### src/hw/dtec_pkg.sv
// Package of constants and carriers for the dual timer/event counter block.
package dtec_pkg;

  // Register offsets on the plain register port.
  localparam logic [4:0] DTEC_OFS_C0_VALUE = 5'h0d;
  localparam logic [4:0] DTEC_OFS_C0_CTRL = 5'h0e;
  localparam logic [4:0] DTEC_OFS_C1_HIGH = 5'h0f;
  localparam logic [4:0] DTEC_OFS_C1_LOW = 5'h10;
  localparam logic [4:0] DTEC_OFS_C1_CTRL = 5'h11;
  localparam logic [4:0] DTEC_OFS_IRQ_CTRL0 = 5'h0b;
  localparam logic [4:0] DTEC_OFS_IRQ_CTRL1 = 5'h1e;
  localparam logic [4:0] DTEC_OFS_PORT_A = 5'h12;

  // Control register field positions.
  localparam int DTEC_BIT_EDGE = 3;
  localparam int DTEC_BIT_RUN = 4;
  localparam int DTEC_BIT_C1_SRC = 5;
  localparam int DTEC_BIT_C0_FLAG = 6;
  localparam int DTEC_BIT_C1_FLAG = 4;
  localparam int DTEC_BIT_C0_IRQ_EN = 2;
  localparam int DTEC_BIT_C1_IRQ_EN = 0;
  localparam int DTEC_BIT_PORT_PFD = 3;

  // Reset and readback masks.
  localparam logic [7:0] DTEC_C0_CTRL_RST = 8'h08;
  localparam logic [7:0] DTEC_C1_CTRL_RST = 8'h08;
  localparam logic [7:0] DTEC_C0_CTRL_MASK = 8'hdf;
  localparam logic [7:0] DTEC_C1_CTRL_MASK = 8'hf8;
  localparam logic [7:0] DTEC_IRQ0_MASK = 8'h7f;
  localparam logic [7:0] DTEC_IRQ1_MASK = 8'h77;
  localparam logic [7:0] DTEC_PORT_A_RST = 8'hff;

  // Internal clock figures: system clock over four for counter 1.
  localparam int DTEC_C1_SYS_DIV = 4;
  localparam logic [1:0] DTEC_C1_DIV_LAST = 2'(DTEC_C1_SYS_DIV - 1);

  // Operating modes.
  typedef enum logic [1:0] {
    DTEC_MODE_NONE = 2'b00,
    DTEC_MODE_EVENT = 2'b01,
    DTEC_MODE_TIMER = 2'b10,
    DTEC_MODE_PULSE = 2'b11
  } dtec_mode_e;

  // Register port request.
  typedef struct packed {
    logic [4:0] addr;
    logic [7:0] wdata;
    logic wr;
    logic rd;
  } dtec_req_s;

  // Decoded control for one counter.
  typedef struct packed {
    dtec_mode_e mode;
    logic edge_pol;
    logic run;
  } dtec_ctrl_s;

endpackage : dtec_pkg

### src/hw/dtec_counter.sv
// One count-up timer/event counter with preload, three modes and pulse-width capture.
`timescale 1ns/100ps
`default_nettype none
module dtec_counter #(
  parameter int WIDTH = 8
) (
  // Clock and reset.
  input wire logic i_ref_clk,
  input wire logic i_rst_n,
  // Control.
  input wire dtec_pkg::dtec_ctrl_s i_ctrl,
  input wire logic i_int_tick,
  input wire logic i_pin_sync,
  input wire logic i_hold,
  // Preload write and stopped-load.
  input wire logic i_load,
  input wire logic [WIDTH-1:0] i_load_val,
  // Results.
  output logic [WIDTH-1:0] o_count,
  output logic o_overflow,
  output logic o_pulse_done
);

  logic [WIDTH-1:0] preload_reg;
  logic [WIDTH-1:0] count_reg;
  logic pin_prev_reg;
  logic measuring_reg;
  logic rise;
  logic fall;
  logic start_edge;
  logic stop_edge;
  logic step;

  // Edge detection on the already synchronised pin.
  assign rise = i_pin_sync & ~pin_prev_reg;
  assign fall = ~i_pin_sync & pin_prev_reg;
  // Polarity 1 starts on rising and stops on falling; 0 is the reverse.
  assign start_edge = i_ctrl.edge_pol ? rise : fall;
  assign stop_edge = i_ctrl.edge_pol ? fall : rise;

  // Select the counting event per mode; a read hold blocks the clock.
  always_comb
  begin
    step = 1'b0;
    unique case (i_ctrl.mode)
      dtec_pkg::DTEC_MODE_EVENT: step = i_ctrl.edge_pol ? fall : rise;
      dtec_pkg::DTEC_MODE_TIMER: step = i_int_tick;
      dtec_pkg::DTEC_MODE_PULSE: step = measuring_reg & i_int_tick;
      dtec_pkg::DTEC_MODE_NONE: step = 1'b0;
    endcase
    step = step & i_ctrl.run & ~i_hold;
  end

  assign o_overflow = step & (count_reg == {WIDTH{1'b1}});
  // Measurement ends when the pin returns to its starting level.
  assign o_pulse_done = measuring_reg & stop_edge & i_ctrl.run;

  // Pin history for edges.
  always_ff @(posedge i_ref_clk or negedge i_rst_n)
  begin
    if (!i_rst_n)
      pin_prev_reg <= 1'b0;
    else
      pin_prev_reg <= i_pin_sync;
  end

  // Pulse-width arming: one start edge per enable, nothing after completion.
  always_ff @(posedge i_ref_clk or negedge i_rst_n)
  begin
    if (!i_rst_n)
      measuring_reg <= 1'b0;
    else if (i_ctrl.mode != dtec_pkg::DTEC_MODE_PULSE || !i_ctrl.run)
      measuring_reg <= 1'b0;
    else if (o_pulse_done)
      measuring_reg <= 1'b0;
    else if (start_edge && !measuring_reg)
      measuring_reg <= 1'b1;
  end

  // Preload register takes every write.
  always_ff @(posedge i_ref_clk or negedge i_rst_n)
  begin
    if (!i_rst_n)
      preload_reg <= '0;
    else if (i_load)
      preload_reg <= i_load_val;
  end

  // Counter: stopped writes load it too, overflow reloads from preload.
  always_ff @(posedge i_ref_clk or negedge i_rst_n)
  begin
    if (!i_rst_n)
      count_reg <= '0;
    else if (i_load && !i_ctrl.run)
      count_reg <= i_load_val;
    else if (o_overflow)
      count_reg <= preload_reg;
    else if (step)
      count_reg <= count_reg + 1'b1;
  end

  assign o_count = count_reg;

endmodule : dtec_counter
`default_nettype wire

### src/hw/dtec_timer.sv
// Top of the dual timer/event counter: registers, prescalers, pin sync and divided output.
// Contract
// - Count up to all ones, reload preload.
// - Overflow sets counter interrupt request flag.
// - Pulse mode counts between start and return.
// - One pulse measured per enable setting.
// - Pulse mode overflow reloads and requests interrupt.
// - Counter 0 prescaler divides by two-power.
// - Counter 0 polarity bit picks active edges.
// - Enable bit starts and stops counting.
// - Mode field selects event, timer, pulse.
// - Counter 1 polarity bit, same meaning.
// - Counter 1 clock: sys/4 or 32768Hz.
// - Enable self-clears only after pulse measurement.
// - Any overflow wakes the halted device.
// - Option picks counter for port output.
// - Cleared irq enable suppresses interrupt service.
// - Stopped preload write also loads counter.
// - Counter read blocks counting clock.
// - Counter 0 prescaler also drives PWM.
// - High byte write/read pairs with buffer.
// - Divided output toggles each overflow.
`timescale 1ns/100ps
`default_nettype none
module dtec_timer #(
  parameter bit PFD_FROM_C1 = 1'b0
) (
  // Clock and reset.
  input wire logic i_ref_clk,
  input wire logic i_rst_n,
  // Register port.
  input wire logic [4:0] i_addr,
  input wire logic [7:0] i_wdata,
  input wire logic i_wr,
  input wire logic i_rd,
  output logic [7:0] o_rdata,
  // Pins and sources.
  input wire logic i_counter0_value_pin,
  input wire logic i_counter1_value_pin,
  input wire logic i_rtc_32k_tick,
  // Results.
  output logic o_port_a_bit3,
  output logic o_c0_irq,
  output logic o_c1_irq,
  output logic o_wakeup,
  output logic [6:0] o_pwm_prescale
);

  dtec_pkg::dtec_req_s req;
  logic [7:0] c0_ctrl_reg;
  logic [7:0] c1_ctrl_reg;
  logic [7:0] irq0_reg;
  logic [7:0] irq1_reg;
  logic [7:0] port_a_reg;
  logic [7:0] c1_low_buf_reg;
  logic [7:0] rdata_reg;
  logic [6:0] prescale_reg;
  logic [1:0] c1_div_reg;
  logic pin0_meta_reg;
  logic pin0_sync_reg;
  logic pin1_meta_reg;
  logic pin1_sync_reg;
  logic pfd_toggle_reg;
  logic c0_tick;
  logic c1_tick;
  logic [7:0] c0_mask;
  logic hold0;
  logic hold1;
  logic c0_ovf;
  logic c1_ovf;
  logic c0_done;
  logic c1_done;
  logic [7:0] c0_count;
  logic [15:0] c1_count;
  dtec_pkg::dtec_ctrl_s c0_ctrl;
  dtec_pkg::dtec_ctrl_s c1_ctrl;
  logic wr_c0_val;
  logic wr_c1_high;

  assign req = '{addr: i_addr, wdata: i_wdata, wr: i_wr, rd: i_rd};
  assign wr_c0_val = req.wr && req.addr == dtec_pkg::DTEC_OFS_C0_VALUE;
  assign wr_c1_high = req.wr && req.addr == dtec_pkg::DTEC_OFS_C1_HIGH;

  // Decoded control fields.
  assign c0_ctrl = '{mode: dtec_pkg::dtec_mode_e'(c0_ctrl_reg[7:6]),
                     edge_pol: c0_ctrl_reg[dtec_pkg::DTEC_BIT_EDGE],
                     run: c0_ctrl_reg[dtec_pkg::DTEC_BIT_RUN]};
  assign c1_ctrl = '{mode: dtec_pkg::dtec_mode_e'(c1_ctrl_reg[7:6]),
                     edge_pol: c1_ctrl_reg[dtec_pkg::DTEC_BIT_EDGE],
                     run: c1_ctrl_reg[dtec_pkg::DTEC_BIT_RUN]};

  // Reading a counter value blocks its clock in that cycle; lost counts are accepted.
  assign hold0 = req.rd && req.addr == dtec_pkg::DTEC_OFS_C0_VALUE;
  assign hold1 = req.rd && req.addr == dtec_pkg::DTEC_OFS_C1_HIGH;

  // Two-flop synchronisers on the count pins.
  always_ff @(posedge i_ref_clk or negedge i_rst_n)
  begin
    if (!i_rst_n)
    begin
      pin0_meta_reg <= 1'b0;
      pin0_sync_reg <= 1'b0;
      pin1_meta_reg <= 1'b0;
      pin1_sync_reg <= 1'b0;
    end
    else
    begin
      pin0_meta_reg <= i_counter0_value_pin;
      pin0_sync_reg <= pin0_meta_reg;
      pin1_meta_reg <= i_counter1_value_pin;
      pin1_sync_reg <= pin1_meta_reg;
    end
  end

  // Free-running prescaler chain, shared with the PWM counter.
  always_ff @(posedge i_ref_clk or negedge i_rst_n)
  begin
    if (!i_rst_n)
      prescale_reg <= '0;
    else
      prescale_reg <= prescale_reg + 7'h01;
  end

  assign o_pwm_prescale = prescale_reg;

  // Tick once every 2^n clocks: all low bits below n are ones.
  assign c0_mask = 8'((8'h01 << c0_ctrl_reg[2:0]) - 8'h01);
  assign c0_tick = ({1'b0, prescale_reg} & c0_mask) == c0_mask;

  // Counter 1 internal clock: system over four or the 32768Hz tick.
  always_ff @(posedge i_ref_clk or negedge i_rst_n)
  begin
    if (!i_rst_n)
      c1_div_reg <= '0;
    else
      c1_div_reg <= c1_div_reg + 2'h1;
  end

  assign c1_tick = c1_ctrl_reg[dtec_pkg::DTEC_BIT_C1_SRC] ? i_rtc_32k_tick
                   : (c1_div_reg == dtec_pkg::DTEC_C1_DIV_LAST);

  // The two counters.
  dtec_counter #(.WIDTH(8)) u_c0 (
    .i_ref_clk(i_ref_clk),
    .i_rst_n(i_rst_n),
    .i_ctrl(c0_ctrl),
    .i_int_tick(c0_tick),
    .i_pin_sync(pin0_sync_reg),
    .i_hold(hold0),
    .i_load(wr_c0_val),
    .i_load_val(req.wdata),
    .o_count(c0_count),
    .o_overflow(c0_ovf),
    .o_pulse_done(c0_done)
  );

  // High byte write carries the buffered low byte with it.
  dtec_counter #(.WIDTH(16)) u_c1 (
    .i_ref_clk(i_ref_clk),
    .i_rst_n(i_rst_n),
    .i_ctrl(c1_ctrl),
    .i_int_tick(c1_tick),
    .i_pin_sync(pin1_sync_reg),
    .i_hold(hold1),
    .i_load(wr_c1_high),
    .i_load_val({req.wdata, c1_low_buf_reg}),
    .o_count(c1_count),
    .o_overflow(c1_ovf),
    .o_pulse_done(c1_done)
  );

  // Control registers; the run bit self-clears only at pulse completion, a write wins the same cycle.
  always_ff @(posedge i_ref_clk or negedge i_rst_n)
  begin
    if (!i_rst_n)
    begin
      c0_ctrl_reg <= dtec_pkg::DTEC_C0_CTRL_RST;
      c1_ctrl_reg <= dtec_pkg::DTEC_C1_CTRL_RST;
    end
    else
    begin
      if (req.wr && req.addr == dtec_pkg::DTEC_OFS_C0_CTRL)
        c0_ctrl_reg <= req.wdata & dtec_pkg::DTEC_C0_CTRL_MASK;
      else if (c0_done)
        c0_ctrl_reg[dtec_pkg::DTEC_BIT_RUN] <= 1'b0;
      if (req.wr && req.addr == dtec_pkg::DTEC_OFS_C1_CTRL)
        c1_ctrl_reg <= req.wdata & dtec_pkg::DTEC_C1_CTRL_MASK;
      else if (c1_done)
        c1_ctrl_reg[dtec_pkg::DTEC_BIT_RUN] <= 1'b0;
    end
  end

  // Low byte holding buffer: written by software, refilled by a high-byte read.
  always_ff @(posedge i_ref_clk or negedge i_rst_n)
  begin
    if (!i_rst_n)
      c1_low_buf_reg <= '0;
    else if (req.wr && req.addr == dtec_pkg::DTEC_OFS_C1_LOW)
      c1_low_buf_reg <= req.wdata;
    else if (hold1)
      c1_low_buf_reg <= c1_count[7:0];
  end

  // Interrupt control registers; a hardware set wins over a software clear.
  always_ff @(posedge i_ref_clk or negedge i_rst_n)
  begin
    if (!i_rst_n)
    begin
      irq0_reg <= '0;
      irq1_reg <= '0;
    end
    else
    begin
      if (req.wr && req.addr == dtec_pkg::DTEC_OFS_IRQ_CTRL0)
        irq0_reg <= req.wdata & dtec_pkg::DTEC_IRQ0_MASK;
      if (c0_ovf)
        irq0_reg[dtec_pkg::DTEC_BIT_C0_FLAG] <= 1'b1;
      if (req.wr && req.addr == dtec_pkg::DTEC_OFS_IRQ_CTRL1)
        irq1_reg <= req.wdata & dtec_pkg::DTEC_IRQ1_MASK;
      if (c1_ovf)
        irq1_reg[dtec_pkg::DTEC_BIT_C1_FLAG] <= 1'b1;
    end
  end

  // Interrupt service requests are gated by the per-counter enables.
  assign o_c0_irq = irq0_reg[dtec_pkg::DTEC_BIT_C0_FLAG] & irq0_reg[dtec_pkg::DTEC_BIT_C0_IRQ_EN];
  assign o_c1_irq = irq1_reg[dtec_pkg::DTEC_BIT_C1_FLAG] & irq1_reg[dtec_pkg::DTEC_BIT_C1_IRQ_EN];

  // Wake-up is raised regardless of the interrupt enables.
  assign o_wakeup = c0_ovf | c1_ovf;

  // Port A data latch; bit 3 gates the divided output.
  always_ff @(posedge i_ref_clk or negedge i_rst_n)
  begin
    if (!i_rst_n)
      port_a_reg <= dtec_pkg::DTEC_PORT_A_RST;
    else if (req.wr && req.addr == dtec_pkg::DTEC_OFS_PORT_A)
      port_a_reg <= req.wdata;
  end

  // Divided output toggles on each overflow of the chosen counter, half its overflow rate.
  always_ff @(posedge i_ref_clk or negedge i_rst_n)
  begin
    if (!i_rst_n)
      pfd_toggle_reg <= 1'b0;
    else if (PFD_FROM_C1 ? c1_ovf : c0_ovf)
      pfd_toggle_reg <= ~pfd_toggle_reg;
  end

  assign o_port_a_bit3 = pfd_toggle_reg & port_a_reg[dtec_pkg::DTEC_BIT_PORT_PFD];

  // Read data stands one cycle after the read strobe; unmapped reads give zero.
  always_ff @(posedge i_ref_clk or negedge i_rst_n)
  begin
    if (!i_rst_n)
      rdata_reg <= '0;
    else if (req.rd)
    begin
      unique case (req.addr)
        dtec_pkg::DTEC_OFS_C0_VALUE: rdata_reg <= c0_count;
        dtec_pkg::DTEC_OFS_C0_CTRL: rdata_reg <= c0_ctrl_reg & dtec_pkg::DTEC_C0_CTRL_MASK;
        dtec_pkg::DTEC_OFS_C1_HIGH: rdata_reg <= c1_count[15:8];
        dtec_pkg::DTEC_OFS_C1_LOW: rdata_reg <= c1_low_buf_reg;
        dtec_pkg::DTEC_OFS_C1_CTRL: rdata_reg <= c1_ctrl_reg & dtec_pkg::DTEC_C1_CTRL_MASK;
        dtec_pkg::DTEC_OFS_IRQ_CTRL0: rdata_reg <= irq0_reg;
        dtec_pkg::DTEC_OFS_IRQ_CTRL1: rdata_reg <= irq1_reg;
        dtec_pkg::DTEC_OFS_PORT_A: rdata_reg <= port_a_reg;
        default: rdata_reg <= '0;
      endcase
    end
    else
      rdata_reg <= '0;
  end

  assign o_rdata = rdata_reg;

endmodule : dtec_timer
`default_nettype wire

### config.mk
export PLATFORM = sky130hd
export DESIGN_NAME = dtec_timer
export DESIGN_NICKNAME = d
export VERILOG_FILES = /design/src/hw/dtec_pkg.sv /design/src/hw/dtec_counter.sv /design/src/hw/dtec_timer.sv
export SDC_FILE = /design/constraint.sdc
export NUM_CORES = 1
export LEC_CHECK = 0
export ABC_AREA = 0
export BUFFER_PORTS_ARGS = -buffer_cell sky130_fd_sc_hd__buf_4
export CORE_ASPECT_RATIO = 0.75
export CORE_MARGIN = 5
export CORE_UTILIZATION = 39
export DETAILED_ROUTE_END_ITERATION = 7
export GPL_ROUTABILITY_DRIVEN = 0
export GPL_TIMING_DRIVEN = 0
export SLEW_MARGIN = 20
export SYNTH_ARGS = -nofsm -noshare
export SYNTH_HDL_FRONTEND = slang
export SYNTH_SLANG_ARGS = --single-unit
export TNS_END_PERCENT = 50
### constraint.sdc
create_clock -name i_ref_clk -period 2.81 [get_ports i_ref_clk]
set_clock_uncertainty 0.1 [all_clocks]
set_input_delay 0.562 -clock i_ref_clk [delete_from_list [all_inputs] [get_ports i_ref_clk]]
set_output_delay 0.562 -clock i_ref_clk [all_outputs]
set_load 0.01 [all_outputs]
==> results by group <==
Yosys
  • Register area share after synthesis: 49.2%
  • Top_reg_cell synth: dfrtp_1
  • Synth area leaders: dfrtp_1, mux2_2, dfstp_2
  • Flops & latches, synth: 115
  • Synthesized area: 5880 µm²
  • Synth cell types: 66
  • Post-Synthesis Cells: 531
  • Yosys top cell area share: 44.7%
  • Number of synthesis warnings: 0
  • Number of flops mapped to enable cells by yosys: 0
  • Cell taking the most area after synthesis: dfrtp_1
  • Synth Area per Inst: 11.1 µm²
  • Synth Net Count: 555
  • Ys async rst share: 100%

STA
  • Worst-Margin Slew: 0.873 ns
  • Endpoints failing setup: 0
  • Final Hold Viols: 0
  • Max Slew Vio Count: 0
  • Period minus WS final: 2.71 ns
  • Setup TNS: 0 ns
  • Hold WS: 0.0287 ns
  • F_max: 0.369 GHz
  • Tcrit/Tclk final: 96.3%
  • PnR worst setup slack: 0.103 ns
  • Slew headroom: 41.8%

Min path
  • HP Class: in2async

Clocking
  • Hold Buf Count CTS: 0
  • CTS H-Tree Depth: 4
  • CTS buffer count: 17
  • CTS tree: yes
  • CTS clk-pin slew, worst paths: 0.06 ns
  • Worst-case clock buffer depth: 2
  • Clock Sinks: 115
  • Later-pin clock latency in the skew report: 0.42 ns
  • Root buf cell: clkbuf_16

Job
  • Max-cap viol count: 0

Floorplan
  • Die footprint: 17,700 µm²
  • Io pins: 39
  • Die height: 116 µm
  • Core ar.: 14,600 µm²
  • Initial Utilization: 40.1%
  • Die width: 152 µm
  • Row cnt: 38

Detailed routing
  • DR DRC count: 0
  • Starting DRT DRC Count: 372
  • DRT Pass-1 Iters: 5
  • Via-per-instance ratio: 5.83
  • Routed WL: 16,700 µm
  • Final ANT Viol Nets: 0
  • Vias: 4,679
  • DR WL/cell: 20.8 µm

Global route
  • Antenna violations before repair: 0
  • Gr usage total: 19.8%
  • Number of global-route vias before repair: 4,514
  • Remaining Overflow, GRT: 0
  • Global-route wire length before repair: 26,400 µm
  • Largest net degree at the start of global routing: 63

Critical path
  • Family with the most delay on the worst path: simple AND/OR/NAND/NOR gates
  • Data arrival, critical path: 2.04 ns
  • Slowest-stage cell, CP: dfrtp_1
  • Register-to-Register Path Depth: 6
  • Buffers & Inverters on Critical Path: 1
  • Required time worst endpoint: 2.15 ns
  • Top cell by count, worst path: nand3_1
  • Max incr delay on CP: 0.46 ns
  • Crit path capture type: primary output
  • Crit Path Max Fanout: 6
  • Critical path class: reg2out
  • Startpoint types: register
  • Crit path cell chain: ha_1, nand3_1, nor3_4, nand3_1, nand2_1, buf_4
  • Cell depth of the worst setup path: 6

Placed design
  • # port buffers: 31
  • DP Worst Slack: 0.00388 ns
  • Detailed placement HPWL: 11,600 µm

Power and ir drop
  • Pwr Density: 809 nW/µm²
  • Static leakage: 3.07 nW
  • VDD IR max: 0.427 mV

Run status
  • Outcome: finished clean

Layout
  • Area of the multi-input gates: 2820 µm²
  • Share of cells above drive strength 1: 29.4%
  • Nets: 615
  • Commonest non-fill, non-tap cell in the layout: dfrtp_1
  • Most frequent cells in the layout: dfrtp_1, nand2_1, mux2_2
  • # diodes: 0
  • Fillers: 1,346
  • P&R area growth vs syn: 20.5%
  • Register Area: 2890 µm²
## final cells by class
type                            instances  area share (%)
Clock buffer                           20            6.45
Multi-Input combinational cell        376            39.8
Timing Repair Buffer                   42            4.79
Tap cell                              200            3.53
Inverter                               14           0.742
Clock inverter                         11            1.91
Sequential cell                       115            40.9
Buffer                                 25            1.89
## synthesized netlist by cell type, types with 3 or more instances
cell type	n
xor2_1	8
and2_1	9
a221o_1	16
nor2b_1	4
dfstp_2	10
nand2_1	57
o211ai_1	4
buf_2	17
o21ai_0	17
nor3_4	3
o21ai_1	3
nand2_2	3
nor3_2	4
a22oi_1	22
mux2_2	44
a221oi_1	3
mux2_1	10
nor4_1	3
a21oi_1	15
nor2_1	19
dfrtp_1	105
nor3_1	5
nand2b_1	7
xnor2_1	12
mux2i_1	13
a222oi_1	5
and3_1	9
a31oi_1	6
clkbuf_1	4
nand4_1	12
nand3_1	17
inv_1	13
nor2_2	3
ha_1	4
a21boi_0	3
## stage by stage
stage | util [%] | cells | total power [W] | instance area, µm²
floorplan | - | 531 | 0.00307 | 5880
global placement | 43.4 | 762 | 0.00342 | 6360
detailed placement | 43.7 | 763 | 0.00347 | 6390
CTS | 47.9 | 795 | 0.00569 | 7020
global route | 48.4 | 803 | 0.00597 | 7080
finish | 48.4 | 803 | 0.00573 | 7080
## per-layer routing
metal | vias to the layer above | routed length (µm) | GRT usage, %
met5 | - | 0 | 0
met4 | 0 | 324 | 6.52
met3 | 35 | 1230 | 4.89
met2 | 180 | 6970 | 27.3
met1 | 2374 | 8200 | 30.4
li1 | 2090 | - | -
## kinds of logic after synthesis
family                   Yosys count  synth area share (%)
AO/OA/AOI/OAI                    113                  14.5
XOR/XNOR                          20                  2.98
adder cells (fa/ha/maj)            4                 0.851
buffers and inverters             40                  3.19
flip-flops                       115                  49.2
multiplexers                      67                  12.6
AND/OR/NAND/NOR                  172                  16.7
## where the power goes
part | switching, W | internal [W] | leakage, nW | total (W)
registers | 0.000427 | 0.00202 | 1.44 | 0.00245
clock network | 0.000780 | 0.00142 | 0.291 | 0.00220
logic | 0.000550 | 0.000527 | 1.33 | 0.00108
total | 0.00176 | 0.00397 | 3.07 | 0.00573
## repair_timing
| item | in CTS | in global routing |
|---|---|---|
| gates resized for setup | 7 | 1 |
| pin swaps | 1 | 3 |
| buffers inserted | 1 | 9 |
| setup endpoints to repair | 1 | 1 |
## final timing paths
| check | from | endpoint | slack, ns |
|---|---|---|---|
| worst max register to register | c1_ctrl_reg[3] | u_c1.o_count[4] | 0.60 |
| worst max-delay path | u_c0.o_count[0] | o_wakeup | 0.10 |
| worst min register to register | pin1_meta_reg | pin1_sync_reg | 0.25 |
| min in group i_ref_clk | i_counter1_value_pin | pin1_meta_reg | 0.15 |
| max in group asynchronous | i_rst_n | c1_ctrl_reg[3] | 1.85 |
| worst min-delay path | i_rst_n | o_pwm_prescale[3] | 0.03 |
Power figures use the tool's default switching activity.
